[config.mk]
export PLATFORM = sky130hd
export DESIGN_NAME = vc_resource_config_regs
export DESIGN_NICKNAME = d
export VERILOG_FILES = /design/src/vc_resource_config_regs.v
export VERILOG_INCLUDE_DIRS = /design/src
export SDC_FILE = /design/constraint.sdc
export NUM_CORES = 1
export LEC_CHECK = 0
export BUFFER_PORTS_ARGS = -buffer_cell sky130_fd_sc_hd__buf_4
export CAP_MARGIN = 20
export CORE_MARGIN = 8
export CORE_UTILIZATION = 39
export CTS_CLUSTER_SIZE = 40
export DETAILED_ROUTE_END_ITERATION = 10
export GPL_TIMING_DRIVEN = 0
export PLACE_DENSITY = 0.76
export SETUP_SLACK_MARGIN = 0.02
export SLEW_MARGIN = 20
export SYNTH_ARGS = -nofsm -noshare
export SYNTH_HDL_FRONTEND = slang
export SYNTH_SLANG_ARGS = --single-unit
[constraint.sdc]
create_clock -name i_clk -period 1.4 [get_ports i_clk]
set_clock_uncertainty 0.15 [all_clocks]
set_input_delay 0.28 -clock i_clk [delete_from_list [all_inputs] [get_ports i_clk]]
set_output_delay 0.28 -clock i_clk [all_outputs]
set_load 0.03 [all_outputs]
[src/vc_resource_config_regs_defines.vh]
`ifndef VC_RESOURCE_CONFIG_REGS_DEFINES_VH
`define VC_RESOURCE_CONFIG_REGS_DEFINES_VH

// Printed byte offsets in configuration space
`define CHAN0_RESOURCE_STATUS_OFFSET 12'h18A
`define CHAN1_RESOURCE_CAPABILITY_OFFSET 12'h18C
`define CHAN1_RESOURCE_CONTROL_OFFSET 12'h190

// Dword that holds the 16-bit status register in its upper half
`define CHAN0_STATUS_DWORD_OFFSET 12'h188
`define CHAN0_STATUS_LANE_SHIFT 16

// Reset values
`define CHAN0_RESOURCE_STATUS_RESET 16'h0000
`define CHAN1_RESOURCE_CAPABILITY_RESET 32'h00000000
`define CHAN1_RESOURCE_CONTROL_RESET 32'h01000000

// Channel zero status fields
`define NEGOTIATION_PENDING_BIT 1
`define ARB_TABLE_STATUS_BIT 0

// Second channel capability fields
`define ARB_TABLE_OFFSET_MSB 31
`define ARB_TABLE_OFFSET_LSB 24
`define MAX_TIME_SLOTS_MSB 22
`define MAX_TIME_SLOTS_LSB 16
`define REJECT_SNOOP_BIT 15
`define UNDEFINED_BIT 14
`define ARB_CAPABILITY_MSB 7
`define ARB_CAPABILITY_LSB 0

// Second channel control fields
`define CHANNEL_ENABLE_BIT 31
`define CHANNEL_IDENTIFIER_MSB 26
`define CHANNEL_IDENTIFIER_LSB 24
`define ARB_SELECT_MSB 19
`define ARB_SELECT_LSB 17
`define LOAD_ARB_TABLE_BIT 16
`define TRAFFIC_CLASS_MAP_UPPER_MSB 7
`define TRAFFIC_CLASS_MAP_UPPER_LSB 1
`define TRAFFIC_CLASS_MAP_ZERO_BIT 0

// Field reset values
`define CHANNEL_ENABLE_RESET 1'h0
`define CHANNEL_IDENTIFIER_RESET 3'h1
`define TRAFFIC_CLASS_MAP_UPPER_RESET 7'h00

// Byte lanes that carry the writable control fields
`define CTL_LANE_ENABLE_ID 3
`define CTL_LANE_TC_MAP 0

`endif

[src/vc_resource_config_regs.v]
`timescale 1ns/1ps
`include "vc_resource_config_regs_defines.vh"
module vc_resource_config_regs (
	input wire i_clk, // 50 MHz clock
	input wire i_sys_rst, // Synchronous reset, active high
	input wire [11:0] i_cfg_addr, // Config byte address, dword aligned
	input wire i_cfg_rd, // Config read strobe
	input wire i_cfg_wr, // Config write strobe
	input wire [3:0] i_cfg_be, // Config byte enables
	input wire [31:0] i_cfg_wdata, // Config write data
	output reg [31:0] o_cfg_rdata, // Config read data, registered
	output reg o_cfg_rvalid, // Read data valid pulse
	output reg o_cfg_wack, // Write done pulse
	output wire o_channel_enable, // Second channel enabled
	output wire [2:0] o_channel_identifier, // Second channel identifier
	output wire [7:0] o_traffic_class_map // Classes mapped to second channel
);

	// Full byte addresses of the decoded dwords; bits 1:0 drop out of the compare
	localparam [11:0] status_dword_addr = `CHAN0_STATUS_DWORD_OFFSET;
	localparam [11:0] cap_dword_addr = `CHAN1_RESOURCE_CAPABILITY_OFFSET;
	localparam [11:0] ctl_dword_addr = `CHAN1_RESOURCE_CONTROL_OFFSET;

	// Number of writable traffic class bits above class zero
	localparam tc_upper_width = 7;

	// Stored fields of the second channel's control register
	reg channel_enable_reg;
	reg channel_enable_next;
	reg [2:0] channel_identifier_reg;
	reg [2:0] channel_identifier_next;
	reg [6:0] traffic_class_map_upper_reg;
	wire [6:0] traffic_class_map_upper_next;

	// Read data before it is captured
	reg [31:0] rdata_next;

	// Address decode
	wire [9:0] dword_sel;
	wire hit_status;
	wire hit_cap;
	wire hit_ctl;

	// Write qualifiers per byte lane of the control dword
	wire ctl_write;
	wire lane_enable_id_write;
	wire lane_tc_map_write;

	// Channel zero status fields
	wire negotiation_pending;
	wire arb_table_status;
	wire [13:0] status_reserved;
	wire [15:0] status_value;

	// Second channel capability fields
	wire [7:0] arb_table_offset;
	wire cap_reserved_hi;
	wire [6:0] max_time_slots;
	wire reject_snoop;
	wire undefined_bit;
	wire [5:0] cap_reserved_lo;
	wire [7:0] arb_capability;
	wire [31:0] cap_value;

	// Second channel control fields that software cannot change
	wire [2:0] arb_select;
	wire load_arb_table;
	wire traffic_class_map_zero;
	wire [31:0] ctl_value;

	// Decode on the dword index; byte lanes pick the field inside it
	assign dword_sel = i_cfg_addr[11:2];
	assign hit_status = (dword_sel == status_dword_addr[11:2]);
	assign hit_cap = (dword_sel == cap_dword_addr[11:2]);
	assign hit_ctl = (dword_sel == ctl_dword_addr[11:2]);

	// A write reaches a control field only through its own byte lane
	assign ctl_write = i_cfg_wr & hit_ctl;
	assign lane_enable_id_write = ctl_write & i_cfg_be[`CTL_LANE_ENABLE_ID];
	assign lane_tc_map_write = ctl_write & i_cfg_be[`CTL_LANE_TC_MAP];

	// No link negotiates channels here, so nothing is ever pending
	assign negotiation_pending = 1'b0;

	// Port arbitration is absent, so its table can never be out of step
	assign arb_table_status = 1'b0;
	assign status_reserved = 14'h0000;

	// Status image, sixteen bits wide
	assign status_value = {status_reserved,
		negotiation_pending,
		arb_table_status};

	// Capability fields are all constants; nothing here describes arbitration
	assign arb_table_offset = 8'h00;
	assign cap_reserved_hi = 1'b0;
	assign max_time_slots = 7'h00;
	assign reject_snoop = 1'b0;

	// Tied low so repeated reads agree; software must still not rely on it
	assign undefined_bit = 1'b0;
	assign cap_reserved_lo = 6'h00;
	assign arb_capability = 8'h00;

	// Capability image in field order, most significant first
	assign cap_value = {arb_table_offset,
		cap_reserved_hi,
		max_time_slots,
		reject_snoop,
		undefined_bit,
		cap_reserved_lo,
		arb_capability};

	// Arbitration select and table load have no hardware behind them
	assign arb_select = 3'h0;
	assign load_arb_table = 1'b0;

	// Class zero always stays on channel zero
	assign traffic_class_map_zero = 1'b0;

	// Control read image: only the stored fields are live, the rest is tied zero
	assign ctl_value = {channel_enable_reg,
		4'h0,
		channel_identifier_reg,
		4'h0,
		arb_select,
		load_arb_table,
		8'h00,
		traffic_class_map_upper_reg,
		traffic_class_map_zero};

	// Outputs that steer the channel logic come straight from the flops, save class zero, which is tied low
	assign o_channel_enable = channel_enable_reg;
	assign o_channel_identifier = channel_identifier_reg;
	assign o_traffic_class_map = {traffic_class_map_upper_reg, traffic_class_map_zero};

	// Lane three carries the enable and the identifier together
	always @* begin
		channel_enable_next = channel_enable_reg;
		channel_identifier_next = channel_identifier_reg;
		if (lane_enable_id_write) begin
			channel_enable_next = i_cfg_wdata[`CHANNEL_ENABLE_BIT];
			channel_identifier_next =
				i_cfg_wdata[`CHANNEL_IDENTIFIER_MSB:`CHANNEL_IDENTIFIER_LSB];
		end
	end

	// Each class bit above class zero either takes its write data bit or keeps its value
	genvar tc_idx;
	generate
		for (tc_idx = 0; tc_idx < tc_upper_width; tc_idx = tc_idx + 1) begin : g_tc_map
			assign traffic_class_map_upper_next[tc_idx] = lane_tc_map_write ?
				i_cfg_wdata[`TRAFFIC_CLASS_MAP_UPPER_LSB + tc_idx] :
				traffic_class_map_upper_reg[tc_idx];
		end
	endgenerate

	// Read mux; unmapped dwords and the lower half of the status dword return zero
	always @* begin
		rdata_next = 32'h00000000;
		if (hit_status) begin
			rdata_next = {status_value, 16'h0000};
		end else if (hit_cap) begin
			rdata_next = cap_value;
		end else if (hit_ctl) begin
			rdata_next = ctl_value;
		end
	end

	// Field registers; a write and a read in one cycle returns the older value
	always @(posedge i_clk) begin
		if (i_sys_rst) begin
			channel_enable_reg <= `CHANNEL_ENABLE_RESET;
			channel_identifier_reg <= `CHANNEL_IDENTIFIER_RESET;
			traffic_class_map_upper_reg <= `TRAFFIC_CLASS_MAP_UPPER_RESET;
		end else begin
			channel_enable_reg <= channel_enable_next;
			channel_identifier_reg <= channel_identifier_next;
			traffic_class_map_upper_reg <= traffic_class_map_upper_next;
		end
	end

	// Bus answers; read data is held until the next read so it is stable for sampling
	always @(posedge i_clk) begin
		if (i_sys_rst) begin
			o_cfg_rdata <= 32'h00000000;
			o_cfg_rvalid <= 1'b0;
			o_cfg_wack <= 1'b0;
		end else begin
			// Every write is acknowledged, even one that lands on nothing
			o_cfg_rvalid <= i_cfg_rd;
			o_cfg_wack <= i_cfg_wr;
			if (i_cfg_rd) begin
				o_cfg_rdata <= rdata_next;
			end
		end
	end

endmodule

* Word level (Yosys, flattened, before mapping)
Index checks and enable logic that the tools add are counted.
Cells by class: $add $sub $neg 0, multipliers 0, div/mod/pow operators 0, magnitude comparators 0, equal/unequal tests 3, shift-type cells 0, muxes and demuxes 3, bitwise logic cells 3, reductions and logical operators 0
Operators by type and width (number):
- $mux 32 | 3
- $eq 10x7->1 const B | 3
- $and 1x1->1 | 3
Storage, ports and cells: register bits 45, bits in latches 0, RAM bits 0, bits in read-only memories 0, output and inout bits 46, logic and storage cells 15, memories 0

* Longest topological paths before layout
Gate-level depths: netlist (run 1).
depth after elaboration 4, depth in mapped cells 4

* Least setup slack after synthesis (run 1)
OpenSTA, ideal clock, no wires.
kind input-to-reg, start input port i_cfg_addr[9], end register traffic_class_map_upper_reg[0], library setup time 0.072 ns, arrival 1.087 ns, data required time 1.178 ns, path slack 0.091 ns, stages 4, buffers on the path 1, cells stage by stage nor4_4 -> and4_1 -> buf_6 -> mux2i_1
Between the ends: cells in the longest elaborated chain, start to end 3
RTL lines:
- start: declaration | line vc_resource_config_regs.v:6 | input wire [11:0] i_cfg_addr,
- $eq 10x7->1 | line vc_resource_config_regs.v:75 | assign hit_ctl = (dword_sel == ctl_dword_addr[11:2]);
- $and 1x1->1 | line vc_resource_config_regs.v:78 | assign ctl_write = i_cfg_wr & hit_ctl;
- $and 1x1->1 | line vc_resource_config_regs.v:80 | assign lane_tc_map_write = ctl_write & i_cfg_be[`CTL_LANE_TC_MAP];
- end signal: assignment | line vc_resource_config_regs.v:175 | traffic_class_map_upper_reg <= `TRAFFIC_CLASS_MAP_UPPER_RESET;
- end signal: assignment | line vc_resource_config_regs.v:179 | traffic_class_map_upper_reg <= traffic_class_map_upper_next;
- end: declaration | line vc_resource_config_regs.v:32 | reg [6:0] traffic_class_map_upper_reg;
No other way between the ends. A chain may end at the register's enable or synchronous reset.

* Worst setup path in the final report (run 1)
start register channel_identifier_reg[0], in the netlist o_channel_identifier[0], end output port o_channel_identifier[0]
RTL lines:
- start: declaration | line vc_resource_config_regs.v:30 | reg [2:0] channel_identifier_reg;
- start signal: assignment | line vc_resource_config_regs.v:174 | channel_identifier_reg <= `CHANNEL_IDENTIFIER_RESET;
- start signal: assignment | line vc_resource_config_regs.v:178 | channel_identifier_reg <= channel_identifier_next;
- end: declaration | line vc_resource_config_regs.v:15 | output wire [2:0] o_channel_identifier,
No word-level cell between the ends.

==> impl_metrics.toml, run 1 <==
[yosys]
synth.distinct_cells = 18
synth.avg_cell_area_sq_um = 9.00
ys.flop_type = "dfxtp_1"
yosysSeqAreaShare = 0.373
ys_ff_latch = 24
synthArstFlopShare = 0
synth_edf_count = 0
synthCells = 143
mappedNetlistArea_sq_mm = 0.00129
ys_warn_count = 0

[grt]
grt_overflow = 0
track_usage = 0.112
grt_pass1_vias = 1069
grt_max_degree = 14
antenna_found_initial = 0
grt_pass1_wl_microns = 4850

[die]
fp-row-count = 21
initial_core_util = 0.395
die_area_sq_mm = 0.00540
fp.dieH_microns = 73.5
ios = 98
core_sq_mm = 0.00326
die-width_microns = 73.5

[clock_tree]
clock_latency_ps = 310
cts_tree = "built"
postCtsSetupRepairBufs = 0
cts_max_level = 1
cts_resized = 0
path_clk_slew_ps = 130
cts_buffers = 3
cts_buffer_depth = 2
root_buffer = "clkbuf_4"
holdBufCountCts = 0
clock-sinks = 24

[status]
outcome = "finished, final reports clean"

[pwr]
switching_power_uw = 345
p_clk_frac = 0.276
seqPwrFrac = 0.525
p_comb_frac = 0.199
sw_frac_of_total = 0.263
worst_ir_drop_vdd_mv = 0.316
pwr_density_cell_mw_per_mm2 = 713
p_leak_nw = 0.830
p_int_uw = 964
power_mw = 1.31

[place]
place_congestion = 0.744
numPortBuffers = 50
dp_hpwl_microns = 2510

[detailed_routing]
first_iter_violations = 56
drt-pass1-iter-count = 2
wl_per_cell_microns = 11.4
wirelength_microns = 3000
avgViaCountPerCell = 4.01
vias = 1059
final_antenna_net_count = 0
drc = 0

[worst_setup_path]
r2r_slack_ps = 350
worstRegToRegCells = 3
path_cells = "buf_4"
crit_slowest_cell = "dfxtp_1"
crit_type = "reg -> out"
arrival_ps = 890
timing.rr.start = "o_channel_identifier[0]"
cp_slowest_stage_delay_ps = 400
path_buf_inv = 1
crit_required_ps = 970
cp-end-kind = "output pin"
r2r-end = "o_cfg_rdata[24]"
worstPathMaxFanout = 3
cp_top_family = "flip-flops"
crit_path_start_kind = "register"

[hold_path]
whs_endpoint = "o_cfg_wack"
min-delay-path-class = "in -> reg"
hold_path_depth = 2
worstHoldStart = "i_cfg_wr"

[sta]
max_freq_ghz = 0.760
setup_violations = 0
rsz0062_at_grt = "false"
fin_crit_sh = 0.939
fin_setup_tns_ps = 0
period_minus_slack_ps = 1320
finalHoldViolCount = 0
maxSlewViolCount = 0

[layout]
area_growth_pct = 42.6
drive_above_1_share = 0.376
diodes = 0
layout.nets = 271
largest_reg_flops = 11

[job]
maxCapViolations = 0
==> layout by cell type, fill, tap and decap left out, drive strengths merged <==
cell type | Yosys | layout
nand2 | 1 | 1
a21oi | 11 | 11
nor2b | 3 | 3
buf | 26 | 76
mux2i | 11 | 11
and2 | 12 | 12
nand4 | 10 | 10
nor4 | 1 | 1
clkbuf | 6 | 10
nor2 | 2 | 2
and4bb | 1 | 1
and4 | 2 | 2
nand2b | 31 | 31
conb | 1 | 22
dfxtp | 24 | 24
nand4b | 1 | 1
==> worst max path at each step <==
stage | startpoint | end | slack (ps) | cells after the start
6_report | o_channel_identifier[0] | o_channel_identifier[0] | 80 | 1
5_1_grt | traffic_class_map_upper_reg[6] | o_traffic_class_map[7] | 30 | 1
4_1_cts | o_channel_identifier[0] | o_channel_identifier[0] | 70 | 1
3_5_place_dp | i_sys_rst | o_cfg_rdata[24] | -150 | 4
3_3_place_gp | i_sys_rst | o_cfg_rdata[1] | -120 | 4
2_1_floorplan | i_cfg_addr[9] | traffic_class_map_upper_reg[0] | 90 | 4
==> cell families (layout without fill, tap and decap cells) <==
kind of cell	count (synthesis)	in the layout	share of synthesized area
AND/OR/NAND/NOR	64	64	0.328
AO/OA/AOI/OAI	11	11	0.0428
flip-flops	24	24	0.373
other	1	22	0.00291
multiplexers	11	11	0.0855
buffers and inverters	32	86	0.168
==> area by class of cell <==
type	count	area, sq um
fillers	330	1420
multi-input cells	108	669
flip-flops and latches	24	480
repair buffers	50	375
plain buffers	32	216
well taps	46	57.6
clock buffers	4	36.3
==> stage by stage <==
step | util | area [sq um] | instances | worst slack [ps] | hold WS, ps
final | 0.563 | 1840 | 264 | 84.9 | 41.3
after global routing | 0.563 | 1840 | 264 | 30.5 | 47.3
after CTS | 0.563 | 1840 | 264 | 66.4 | 31.0
after detailed placement | 0.552 | 1800 | 260 | -152 | 311
after global placement | 0.552 | 1800 | 260 | -121 | 306
after floorplan | - | 1370 | 164 | 91.2 | 258
==> power by group through the flow <==
stage          clock network, mW  registers, mW  logic (mW)
3_5_place_dp                   0          0.702       0.259
3_3_place_gp                   0          0.702       0.258
4_1_cts                    0.378          0.687       0.259
5_1_grt                    0.410          0.688       0.279
6_report                   0.361          0.687       0.261
2_1_floorplan                  0          0.708       0.175
==> synth_stat cells, types with 2 or more instances <==
library cell   n  area (sq um)
nor2_1         2          7.51
and4_1         2          17.5
mux2i_1       11           110
clkbuf_1       6          22.5
dfxtp_1       24           480
nand4_1       10          62.6
buf_2          2          10.0
buf_4         23           173
nor2b_1        3          18.8
a21oi_1       11          55.1
nand2b_1      31           194
and2_1        12          75.1
==> layer usage <==
layer	vias to the layer above	global-route usage	share of wire
met1	448	0.123	0.42
met5	-	0	0
met4	0	0.0532	0.012
met3	2	0.0314	0.075
li1	579	-	-
met2	30	0.194	0.50
Note: power is estimated with default switching activity, not from simulation.
==> run 2: changes to the inputs <==
- CORE_MARGIN: 8 -> 4
- SLEW_MARGIN: 20 -> 30
==> impl_metrics.toml, run 2 (same netlist as run 1, synthesis figures left out) <==
[status]
outcome = "finished, final reports clean"

[pwr]
p_comb_frac = 0.178
p_leak_nw = 0.837
sw_frac_of_total = 0.246
pwr_density_cell_mw_per_mm2 = 785
switching_power_uw = 356
p_int_mw = 1.09
worst_ir_drop_vdd_mv = 0.586
seqPwrFrac = 0.473
power_mw = 1.45
p_clk_frac = 0.348

[place]
numPortBuffers = 50
place_congestion = 0.693
dp_hpwl_microns = 2240

[worst_setup_path]
cp_top_family = "flip-flops"
r2r_slack_ps = 380
timing.rr.start = "o_channel_identifier[0]"
startpoint = "traffic_class_map_upper_reg[0]"
worstPathMaxFanout = 3
crit_required_ps = 970
path_buf_inv = 1
worstRegToRegCells = 3
crit_type = "reg -> out"
crit_slowest_cell = "dfxtp_1"
path_depth = 1
path_cells = "buf_4"
cp_slowest_stage_delay_ps = 390
r2r-end = "o_cfg_rdata[24]"
arrival_ps = 890
cp-end-kind = "output pin"
crit_path_start_kind = "register"

[detailed_routing]
first_iter_violations = 18
drt-pass1-iter-count = 4
final_antenna_net_count = 0
wirelength_microns = 2740
vias = 1076
avgViaCountPerCell = 4.11
drc = 0
wl_per_cell_microns = 10.5

[die]
core_sq_mm = 0.00310
fp.dieH_microns = 65.5
die_area_sq_mm = 0.00428
ios = 98
initial_core_util = 0.415
die-width_microns = 65.5
fp-row-count = 20

[clock_tree]
path_clk_slew_ps = 140
cts_buffer_depth = 2
clock_latency_ps = 320
root_buffer = "clkbuf_4"
cts_tree = "built"
holdBufCountCts = 0
postCtsSetupRepairBufs = 0
cts_buffers = 3
cts_resized = 0
clock-sinks = 24
cts_max_level = 1

[grt]
track_usage = 0.131
grt_max_degree = 15
grt_pass1_wl_microns = 4340
grt_overflow = 0
antenna_found_initial = 0
grt_pass1_vias = 913

[layout]
final_common_cell = "buf_4"
mostFrequentLayoutCells = "73 x buf_4, 31 x nand2b_1, 24 x dfxtp_1"
area_growth_pct = 43.6
multi_input_area_sq_um = 669
drive_above_1_share = 0.376
fillCellCount = 327
largest_reg_flops = 11
diodes = 0
layout.nets = 271
seqCellArea_sq_um = 480

[hold_path]
hold_path_depth = 2
whs_endpoint = "o_cfg_wack"
worstHoldStart = "i_cfg_wr"
min-delay-path-class = "in -> reg"

[job]
maxCapViolations = 0

[sta]
fin_crit_sh = 0.939
setup_violations = 0
period_minus_slack_ps = 1320
finalHoldViolCount = 0
maxSlewViolCount = 0
fin_hold_ws_ps = 34.1
max_freq_ghz = 0.760
rsz0062_at_grt = "false"
==> run 2: cell types whose count changed in the layout (fill, tap and decap cells not counted), sizes merged <==
cell	before	now
bufinv	0	1
clkbuf	10	9
==> run 2: final cells by class <==
cell class | instances | share of cell area
Multi-Input combinational cell | 108 | 0.362
Sequential cell | 24 | 0.260
Timing Repair Buffer | 50 | 0.203
Buffer | 32 | 0.117
Tap cell | 44 | 0.0298
Clock inverter | 1 | 0.0162
Clock buffer | 3 | 0.0122
==> run 2: how the worst max path moves through the flow <==
stage / end / slack (ps)
floorplan: traffic_class_map_upper_reg[0] / 90
global placement: traffic_class_map_upper_reg[2] / -120
detailed placement: traffic_class_map_upper_reg[5] / -130
CTS: o_traffic_class_map[1] / 70
global route: o_traffic_class_map[3] / 20
finish: o_traffic_class_map[1] / 80
==> run 2: per-stage QoR <==
step	area (sq um)	TNS (ps)	setup WS [ps]	cells	util
after floorplan	1370	0	91.2	164	-
after global placement	1800	-1840	-118	258	0.579
after detailed placement	1800	-2040	-132	258	0.579
after CTS	1850	0	73.8	262	0.596
after global routing	1850	0	24.9	262	0.596
final	1850	0	84.9	262	0.596
==> run 2: routing by layer <==
metal	GRT usage	vias up	routed length, microns
met4	0.0466	0	17
met3	0.0342	2	204
met5	0	-	0
met2	0.201	39	1300
met1	0.176	451	1220
li1	-	584	-
==> run 2: power groups by stage <==
stage	Sequential, mW	Clock, mW	Combinational [mW]
6_report	0.687	0.505	0.259
5_1_grt	0.688	0.546	0.280
4_1_cts	0.687	0.512	0.257
3_5_place_dp	0.702	0	0.257
3_3_place_gp	0.702	0	0.256
2_1_floorplan	0.708	0	0.175
==> run 3: changes to the inputs <==
- ABC_AREA: default -> 1
- CORE_UTILIZATION: 39 -> 30
- PLACE_DENSITY: 0.76 -> 0.62
==> impl_metrics.toml, run 3 <==
[job]
maxCapViolations = 0

[place]
dp_hpwl_microns = 2200
post_dp_cell_area_sq_mm = 0.00168
numPortBuffers = 50
place_congestion = 0.705

[layout]
final_core_util = 0.472
fin_area_sq_mm = 0.00175
drive_above_1_share = 0.362
seqCellArea_sq_um = 480
final_common_cell = "buf_4"
multi_input_area_sq_um = 504
mostFrequentLayoutCells = "73 x buf_4, 34 x nand2_1, 25 x nor2_1"
area_growth_pct = 50.2
fillCellCount = 405
layout.nets = 285
largest_reg_flops = 11
diodes = 0

[detailed_routing]
wirelength_microns = 2670
vias = 1051
drc = 0
drt-pass1-iter-count = 4
wl_per_cell_microns = 9.55
final_antenna_net_count = 0
first_iter_violations = 18
avgViaCountPerCell = 3.75

[pwr]
pwr_density_cell_mw_per_mm2 = 871
power_mw = 1.53
worst_ir_drop_vdd_mv = 0.326
p_leak_nw = 0.927

[worst_setup_path]
crit_path_start_kind = "register"
worstPathMaxFanout = 3
cp_top_family = "flip-flops"
cp_slowest_stage_delay_ps = 380
timing.rr.start = "o_channel_identifier[1]"
crit_slowest_cell = "dfxtp_1"
crit_required_ps = 970
path_buf_inv = 1
r2r-end = "o_cfg_rdata[25]"
path_cells = "buf_4"
arrival_ps = 830
crit_type = "reg -> out"
cp-end-kind = "output pin"
worstRegToRegCells = 2
r2r_slack_ps = 550

[die]
fp-row-count = 22
die-width_microns = 70.4
fp.dieH_microns = 70.4
die_area_sq_mm = 0.00495
core_sq_mm = 0.00372
ios = 98
initial_core_util = 0.314

[clock_tree]
postCtsSetupRepairBufs = 0
cts_resized = 0
path_clk_slew_ps = 80
cts_buffer_depth = 2
cts_buffers = 3
clock-sinks = 24
cts_max_level = 1
root_buffer = "clkbuf_8"
cts_tree = "built"
clock_latency_ps = 260
holdBufCountCts = 0

[yosys]
synthCells = 157
synth_edf_count = 0
synth.most_common_cell = "nand2_1"
mappedNetlistArea_sq_mm = 0.00117
yosys.area.top_type = "dfxtp_1"
ys_ff_latch = 24
synth.top_cells.by_count = "34 x nand2_1, 25 x nor2_1, 24 x dfxtp_1"
synth.area.top_cells = "dfxtp_1 41%, buf_4 15%, nand2_1 11%, nor2_1 8.0%, nand4_1 5.9%"
synth.avg_cell_area_sq_um = 7.44
ys_warn_count = 0
synth.distinct_cells = 17
yosysSeqAreaShare = 0.412
yosysTopAreaCellShare = 0.412
synthArstFlopShare = 0
ys.flop_type = "dfxtp_1"

[sta]
maxSlewViolCount = 0
finalHoldViolCount = 0
fin_hold_ws_ps = 50.1
fin_crit_sh = 0.900
setup_violations = 0
rsz0062_at_grt = "false"
max_freq_ghz = 0.793
fin_setup_tns_ps = 0
period_minus_slack_ps = 1260

[grt]
grt_overflow = 0
grt_pass1_wl_microns = 4320
antenna_found_initial = 0
grt_pass1_vias = 963
grt_max_degree = 15
track_usage = 0.109

[hold_path]
whs_endpoint = "o_cfg_rdata[1]"
worstHoldStart = "i_sys_rst"
min-delay-path-class = "in -> reg"
hold_path_depth = 2

[status]
outcome = "finished, final reports clean"
[run 3: cell families after synthesis]
logic type             synth area share
AOI/OAI and AO/OA                0.0472
buffers and inverters             0.224
DFF                               0.412
other                           0.00321
and+or+nand+nor                   0.314
[run 3: final cells by class]
class	instances	area share
Inverter	15	0.0321
Clock inverter	1	0.0171
Tap cell	48	0.0343
Multi-Input combinational cell	110	0.288
Buffer	29	0.117
Clock buffer	3	0.0236
Sequential cell	24	0.274
Timing Repair Buffer	50	0.214
[run 3: how the worst max path moves through the flow]
stage | end | from | cells past startpoint
finish | o_traffic_class_map[3] | traffic_class_map_upper_reg[2] | 1
global route | traffic_class_map_upper_reg[6] | i_cfg_addr[3] | 6
CTS | o_traffic_class_map[3] | traffic_class_map_upper_reg[2] | 1
detailed placement | traffic_class_map_upper_reg[6] | i_cfg_addr[3] | 6
global placement | traffic_class_map_upper_reg[6] | i_cfg_addr[3] | 6
floorplan | traffic_class_map_upper_reg[0] | i_cfg_addr[3] | 5
[run 3: layer usage]
metal,vias up,share of wire,global-route usage
met1,420,0.43,0.129
li1,600,-,-
met4,0,0.014,0.0638
met2,29,0.50,0.178
met5,-,0,0
met3,2,0.061,0.0230
[run 3: metrics by stage]
step,std cells,setup slack [ps]
after floorplan,178,163
after global placement,276,-90.4
after detailed placement,276,-98.6
after CTS,280,133
after global routing,280,52.9
final,280,140
[run 3: power by group]
part / internal (mW) / switching [mW]
Combinational: 0.100 / 0.138
Clock: 0.382 / 0.220
Sequential: 0.685 / 0.000749
Total: 1.17 / 0.359
